## config.mk

```make
export PLATFORM = sky130hd
export DESIGN_NAME = ifp_core
export DESIGN_NICKNAME = d
export VERILOG_FILES = /design/src/common/ifp_pkg.sv /design/src/verilog/ifp_core.sv
export SDC_FILE = /design/constraint.sdc
export NUM_CORES = 1
export LEC_CHECK = 0
export BUFFER_PORTS_ARGS = -buffer_cell sky130_fd_sc_hd__buf_2
export CAP_MARGIN = 15
export CORE_ASPECT_RATIO = 1.75
export CORE_UTILIZATION = 52
export DETAILED_ROUTE_END_ITERATION = 10
export MAX_ROUTING_LAYER = met4
export PLACE_DENSITY = 0.79
export RECOVER_POWER = 25
export SLEW_MARGIN = 15
export SYNTH_ARGS = -nofsm -noshare
export SYNTH_HDL_FRONTEND = slang
export SYNTH_SLANG_ARGS = --single-unit
```

## constraint.sdc

```tcl
create_clock -name mclk -period 2.87 [get_ports mclk]
set_clock_uncertainty 0.15 [all_clocks]
set_input_delay 0.574 -clock mclk [delete_from_list [all_inputs] [get_ports mclk]]
set_output_delay 0.574 -clock mclk [all_outputs]
set_load 0.02 [all_outputs]
```

## src/common/ifp_pkg.sv

```systemverilog
package ifp_pkg;

    localparam int unsigned PC_W        = 21;
    localparam int unsigned WORD_W      = 16;
    localparam int unsigned DADDR_W     = 12;
    localparam int unsigned DATA_W      = 8;
    localparam logic [20:0] PC_RESET    = 21'h000000;
    localparam logic [20:0] PC_STEP     = 21'h000002;
    localparam logic [15:0] IR_RESET    = 16'h0000;
    localparam logic [7:0]  DATA_RESET  = 8'h00;
    localparam logic [11:0] DADDR_RESET = 12'h000;

    // phase sequence, gray coded
    typedef enum logic [1:0]
    {
        IFP_PHASE_ONE   = 2'b00,
        IFP_PHASE_TWO   = 2'b01,
        IFP_PHASE_THREE = 2'b11,
        IFP_PHASE_FOUR  = 2'b10
    } ifp_phase_t;

    // decoded execute request from the core decoder
    typedef struct packed
    {
        logic              absolute_jump_instr;
        logic              relative_branch;
        logic              two_word;
        logic [19:0]       jump_word_addr;
        logic signed [10:0] branch_offset;
        logic              operand_read;
        logic              dest_write;
        logic [11:0]       data_addr;
    } ifp_exec_t;

endpackage

```

## src/verilog/ifp_core.sv

```systemverilog
// What this block does
// RULE1: four phases per instruction cycle, phase_one to phase_four, from mclk.
// RULE2: fetch one cycle, execute next cycle overlapped with following fetch.
// RULE3: pc-changing instructions take two cycles; prefetched word is flushed.
// RULE4: program counter increments in phase_one of every fetch cycle.
// RULE5: fetched word latched into instruction_register in phase_one, executed later.
// RULE6: data operand read in phase_two, destination written in phase_four.
// RULE7: program memory byte addressed; instructions are one or two words.
// RULE8: low byte of each word sits at even address, high byte next.
// RULE9: pc steps by two per word and its lsb always reads zero.
// RULE10: absolute target word address loads pc bits 20 down to 1.
// RULE11: relative branch displacement in bytes is twice the encoded offset.
// RULE12: after reset no valid instruction; first cycle only fetches reset address.
module ifp_core
    import ifp_pkg::*;
(
    input  wire logic                 mclk,
    input  wire logic                 rst_b,
    input  wire logic [15:0]          prog_word,
    input  wire ifp_exec_t            exec_req,
    input  wire logic [7:0]           data_rd,
    input  wire logic [7:0]           result,
    output logic [20:0]               prog_addr,
    output logic                      prog_rd_en,
    output logic [15:0]               instruction_register,
    output logic                      instr_valid,
    output logic                      phase_one,
    output logic                      phase_two,
    output logic                      phase_three,
    output logic                      phase_four,
    output logic [11:0]               data_addr,
    output logic                      data_rd_en,
    output logic                      data_wr_en,
    output logic [7:0]                data_wr,
    output logic [7:0]                operand
);

    ////////////////////////////////////////////////////////////////////////
    ifp_phase_t  phase_reg;
    ifp_phase_t  phase_next;
    logic [20:0] pc_reg;
    logic [20:0] pc_next;
    logic [20:0] fetch_addr_reg;
    logic [15:0] fetch_reg;
    logic        fetch_valid_reg;
    logic        exec_valid_reg;
    logic        flush_reg;
    logic [15:0] ir_reg;
    logic [7:0]  operand_reg;
    logic [11:0] daddr_reg;
    logic        drd_reg;
    logic        dwr_reg;
    logic [7:0]  dwr_data_reg;

    // RULE1: phase sequencing
    always_comb
    begin
        case (phase_reg)
            IFP_PHASE_ONE:   phase_next = IFP_PHASE_TWO;
            IFP_PHASE_TWO:   phase_next = IFP_PHASE_THREE;
            IFP_PHASE_THREE: phase_next = IFP_PHASE_FOUR;
            IFP_PHASE_FOUR:  phase_next = IFP_PHASE_ONE;
            default:         phase_next = IFP_PHASE_ONE;
        endcase
    end

    wire p1 = (phase_reg == IFP_PHASE_ONE);
    wire p2 = (phase_reg == IFP_PHASE_TWO);
    wire p3 = (phase_reg == IFP_PHASE_THREE);
    wire p4 = (phase_reg == IFP_PHASE_FOUR);

    ////////////////////////////////////////////////////////////////////////
    // execute qualifiers, decoder request valid only when executing
    wire        executing = exec_valid_reg & ~flush_reg;
    wire        do_jump   = executing & exec_req.absolute_jump_instr;
    wire        do_branch = executing & exec_req.relative_branch;
    wire        pc_change = do_jump | do_branch;

    // RULE10: word address into pc bits 20:1
    wire [20:0] jump_target = {exec_req.jump_word_addr, 1'b0};
    // RULE11: offset counted in words, doubled
    wire [20:0] branch_disp = {{9{exec_req.branch_offset[10]}},
                               exec_req.branch_offset, 1'b0};
    wire [20:0] branch_target = pc_reg + branch_disp;

    // RULE4: increment in phase_one; RULE9: step of two
    wire [20:0] pc_inc = pc_reg + PC_STEP;

    always_comb
    begin
        pc_next = pc_reg;
        if (p1)
            pc_next = pc_inc;
        else if (p4 && do_jump)
            pc_next = jump_target;
        else if (p4 && do_branch)
            pc_next = branch_target;
    end

    ////////////////////////////////////////////////////////////////////////
    always_ff @(posedge mclk or negedge rst_b)
    begin
        if (!rst_b)
            phase_reg <= IFP_PHASE_ONE;
        else
            phase_reg <= phase_next;
    end

    // RULE9: lsb forced to zero
    always_ff @(posedge mclk or negedge rst_b)
    begin
        if (!rst_b)
            pc_reg <= PC_RESET;
        else
            pc_reg <= {pc_next[20:1], 1'b0};
    end

    // RULE12: fetch address taken before the increment
    // first cycle after reset fetches the reset address, jump targets are not skipped
    always_ff @(posedge mclk or negedge rst_b)
    begin
        if (!rst_b)
            fetch_addr_reg <= PC_RESET;
        else if (p1)
            fetch_addr_reg <= pc_reg;
    end

    // RULE8: word fetched from even address, captured at end of cycle
    always_ff @(posedge mclk or negedge rst_b)
    begin
        if (!rst_b)
            fetch_reg <= IR_RESET;
        else if (p4)
            fetch_reg <= prog_word;
    end

    // RULE12: pipeline empty after reset
    always_ff @(posedge mclk or negedge rst_b)
    begin
        if (!rst_b)
            fetch_valid_reg <= 1'b0;
        else if (p4)
            fetch_valid_reg <= 1'b1;
    end

    // RULE3: flush prefetched word on program change
    always_ff @(posedge mclk or negedge rst_b)
    begin
        if (!rst_b)
            flush_reg <= 1'b0;
        else if (p4)
            flush_reg <= pc_change | (executing & exec_req.two_word);
        else if (p1)
            flush_reg <= flush_reg;
    end

    // RULE5: latch into instruction_register in phase_one
    // RULE2: executes the word fetched in the previous cycle
    always_ff @(posedge mclk or negedge rst_b)
    begin
        if (!rst_b)
        begin
            ir_reg         <= IR_RESET;
            exec_valid_reg <= 1'b0;
        end
        else if (p1)
        begin
            ir_reg         <= fetch_reg;
            exec_valid_reg <= fetch_valid_reg;
        end
    end

    ////////////////////////////////////////////////////////////////////////
    // RULE6: operand read in phase_two
    always_ff @(posedge mclk or negedge rst_b)
    begin
        if (!rst_b)
        begin
            daddr_reg   <= DADDR_RESET;
            drd_reg     <= 1'b0;
            operand_reg <= DATA_RESET;
        end
        else
        begin
            drd_reg <= p1 & fetch_valid_reg & ~flush_reg & exec_req.operand_read;
            if (p1)
                daddr_reg <= exec_req.data_addr;
            if (drd_reg)
                operand_reg <= data_rd;
        end
    end

    // RULE6: destination write in phase_four
    always_ff @(posedge mclk or negedge rst_b)
    begin
        if (!rst_b)
        begin
            dwr_reg      <= 1'b0;
            dwr_data_reg <= DATA_RESET;
        end
        else
        begin
            dwr_reg <= p3 & executing & exec_req.dest_write;
            if (p3)
                dwr_data_reg <= result;
        end
    end

    ////////////////////////////////////////////////////////////////////////
    // RULE7: byte address to program memory
    assign prog_addr            = fetch_addr_reg;
    assign prog_rd_en           = p4;
    assign instruction_register = ir_reg;
    assign instr_valid          = executing & ~p1;
    assign phase_one            = p1;
    assign phase_two            = p2;
    assign phase_three          = p3;
    assign phase_four           = p4;
    assign data_addr            = daddr_reg;
    assign data_rd_en           = drd_reg;
    assign data_wr_en           = dwr_reg;
    assign data_wr              = dwr_data_reg;
    assign operand              = operand_reg;

endmodule

```

; ---- Word level (Yosys, flattened, before mapping)
; Index checks and enable logic that the tools add are counted.
[classes]
add_sub_neg = 2
n_eq_ne = 3
n_mux = 4
n_bitwise = 14
reduce_logical = 4
[ops]
columns = op, count
row1 = 21-bit 2-to-1 mux, 3
row2 = "21-bit by 2-bit adder with 21-bit output, second input constant", 1
row3 = 21-bit adder, 1
row4 = 1-bit AND, 10
row5 = 2-bit case mux with 4 select lines, 1
row6 = "2-bit equality test, second input constant", 2
row7 = 3-bit nonzero test, 1
row8 = "2-bit by 1-bit equality test with 1-bit output, second input constant", 1
row9 = 1-bit logical AND, 2
row10 = 2-bit zero test, 1
row11 = 1-bit inverter, 2
row12 = 1-bit bitwise OR, 2
[word_totals]
ff_bits = 107
inputBits = 82
output_inout_bits = 73

; ---- Depth between registers and ports, before layout
[depth]
ltp_word = 7
depth_mapped = 9
mapped_depth_nobuf = 9

; ---- Worst setup path after synthesis
; Ideal clock, no wire load.
[synth_path]
path_kind = input -> register
startpoint = input port exec_req[14] (netlist bit)
endpoint = register pc_reg[17]
setup_time_ns = 0.133
t_arrival_ns = 2.241
path_slack_ns = 0.346
stages = 9
n_path_buf = 0
path_cell_list = ha_1 > inv_1 > fa_1 > nand2b_1 > a21oi_2 > o211ai_1 > a211oi_1 > mux2i_1 > a31oi_1
[synth_between]
elab_chain_cells = 4
[synth_lines]
columns = item, line
row1 = start: declaration, ifp_core.sv:20  ; input wire ifp_exec_t exec_req,
row2 = 21-bit adder, ifp_core.sv:84  ; wire [20:0] branch_target = pc_reg + branch_disp;
row3 = 21-bit 2-to-1 mux, ifp_core.sv:96  ; else if (p4 && do_branch)
row4 = 21-bit 2-to-1 mux, ifp_core.sv:94  ; else if (p4 && do_jump)
row5 = 21-bit 2-to-1 mux, ifp_core.sv:92  ; if (p1)
row6 = end signal: assignment, ifp_core.sv:115  ; pc_reg <= {pc_next[20:1], 1'b0};
row7 = end: declaration, ifp_core.sv:41  ; logic [20:0] pc_reg;
; No other way between the ends. The select of a mux whose other input is x is not followed.
; A chain may end at the register's enable or synchronous reset.

; ---- Worst setup path in the final report
[layout_path]
startpoint = register phase_reg[1]
endpoint = output port instr_valid
[layout_between]
elab_chain_cells = 3
[layout_lines]
columns = item, line
row1 = start: declaration, ifp_core.sv:39  ; ifp_phase_t phase_reg;
row2 = start signal: assignment, ifp_core.sv:106  ; phase_reg <= phase_next;
row3 = 2-bit zero test, ifp_core.sv:67  ; wire p1 = (phase_reg == IFP_PHASE_ONE);
row4 = 1-bit inverter, ifp_core.sv:214  ; assign instr_valid = executing & ~p1;
row5 = 1-bit AND, ifp_core.sv:214
row6 = end: declaration, ifp_core.sv:26  ; output logic instr_valid,
; No other way between the ends.

==> out/metrics.cfg <==
[route]
drt-total-wl_um=16200
post_drt_wl_per_cell_um=17.0
vias=5377
drcViolationCount=0
drtPass1Iterations=4
drtIter0Drc=318
detail-route-antenna-nets=0
avgViaCountPerCell=5.62

[logic_synthesis]
synth_cell_type_count=65
synth_cells=661
seq_area_frac_synth_pct=46.2
synth_nets=764
ys_ff_latch=107
synth-edff-count=0
ys_async_sr_fraction_pct=100
syn_avg_cell_area_um2=8.76
synth_area_um2=5790
synthFlopType=dfrtp_1
yosysWarnings=0

[finish]
final_cell_mix=nand2_1 (229), buf_2 (152), dfrtp_1 (107), buf_4 (30)
drive_gt1_share_pct=28.5
final_cells=956
mostFrequentLayoutCell=nand2_1
antennaDiodeCount=0
syn_to_final_growth_pct=22.1
fin_nets=924
fillers=944

[pwr]
finalPower_mw=6.02
ir_worst_vdd_mv=0.532
p_leak_nw=3.58
power_density_nw_per_um2=851

[timing]
grt_setup_unrepaired=false
fin_crit_ns=2.61
slew_violations=0
finalHoldViolations=0
timing.final.crit_share_pct=90.8
tightest_slew_ns=1.42
relSlewSlack_pct=5.56
clock.fmax_mhz=384
setup_viol=0
tns_ns=0

[flow_run]
cap_violations=0

[global_route]
antenna_found_initial=0
grt_max_degree=56
grt_first_pass_wirelength_um=26100
grt_remaining_overflow=0
grt_pass1_vias=5505
gr-usage-all-layers_pct=30.4

[worst_setup_path]
end_kind=output pin
worst-endpoint-required_ns=2.15
worst_ep_arrival_time_ns=1.88
worst-setup-path-type=register to output pin
cp_max_fo=18
regToRegSetupSlack_ns=0.29
worst_setup_path_start_kind=register

[min_path]
hp-class=input port to register

[clocking]
cts_max_path_buffers=2
h-tree-depth=3
hold_buffers=0
cts-root-buf=clkbuf_16
cts_resized=0
cts_made_buffers=9
post_cts_buffers=0
clock_latency_ns=0.35
clkSinkCount=107
path_clk_slew_ns=0.08
cts_tree=done

[place]
placed_cells=940
io_buffers=153
place_congestion=0.953
post-dp-hpwl_um=12400

[floorplan]
die_w_um=81.8
ios=155
dieArea_um2=11600
core_area_um2=10800
row_count=50
initial_core_util_pct=53.8
fp.dieH_um=142

[outcome]
status=finished clean

critical path: stages, from the launching register on:
cell and delay [ns]:
dfrtp_1 0.44, or2_2 0.46, inv_2 0.34, nor2_1 0.11, buf_2 0.18
area by class of cell:
class                   instances  area (um2)  area share [%]
clock buffers                  11         253            3.57
clock inverters                 5        52.6           0.743
inverters                      10        37.5           0.531
multi-input cells             507        2870            40.6
flip-flops and latches        107        2680            37.9
well taps                     130         163            2.30
repair buffers                186        1020            14.4
synthesized netlist by cell type (3+ instances only):
cell type  instances  area [um2]
nor2b_1            3        18.8
a211oi_1           5        37.5
a31oi_1            5        31.3
buf_2              9        45.0
mux2i_1            7        70.1
o221ai_1           3        26.3
a21oi_1           28         140
nor3_1            11        55.1
mux2_2            17         191
ha_1              20         250
dfrtp_1          107        2680
and3_1             8        50.1
nor2_1            28         105
nand2b_1           7        43.8
xnor2_1            8        70.1
nand2_1          229         860
o21ai_0           26         130
buf_1              4        15.0
a211o_1            3        26.3
o22ai_1            3        18.8
o21a_1             4        30.0
inv_1              9        33.8
o211ai_1          11        82.6
xor2_1             4        35.0
a21o_1             5        37.5
or3_1              6        37.5
nand4_1            9        56.3
clkbuf_1          17        63.8
nand3_1           14        70.1
buf_4              5        37.5
per-layer routing:
layer	part of all wire [%]	routed length, um	vias up	global-route usage (%)
met3	4.6	748	53	5.53
met1	37	6040	2557	32.0
met5	0	0	-	-
met2	54	8770	181	53.1
li1	-	-	2586	-
met4	4.1	669	0	14.7
per-stage QoR:
stage          area, um2  hold WS, ns  worst slack, ns  util (%)
2_1_floorplan       5790        0.128            0.346         -
3_3_place_gp        6780        0.297           0.0368      63.0
3_5_place_dp        6780        0.307           0.0214      63.0
4_1_cts             7080        0.155            0.244      65.8
5_1_grt             7070        0.257            0.144      65.7
6_report            7070        0.255            0.264      65.7
kinds of logic (layout without fill, tap and decap cells):
kind of cell,after synthesis,in the layout,share of synthesized area [%]
xor+xnor,12,12,1.81
mux,24,24,4.52
fa+ha+maj,21,21,4.67
simple gates,332,332,25.1
buf+inv,47,212,4.19
compound gates,117,117,13.4
flops,107,107,46.2
other cells,1,1,0.0647
path summary, 6_finish.rpt:
kind	depth (start not counted)	start	end
max in group asynchronous	2	rst_b	data_addr[4]
min in group asynchronous	1	rst_b	instruction_register[14]
max reg2reg	7	pc_reg[9]	pc_reg[18]
min reg2reg	2	prog_addr[10]	prog_addr[10]
max	4	phase_reg[1]	instr_valid
min	3	prog_word[15]	fetch_reg[15]
where the power goes:
part           internal [mW]  leakage, nW  switching, mW
sequential              1.83         1.24          0.289
clock                  0.657        0.147          0.596
combinational           1.12         2.19           1.52
(Power assumes the default switching activity.)
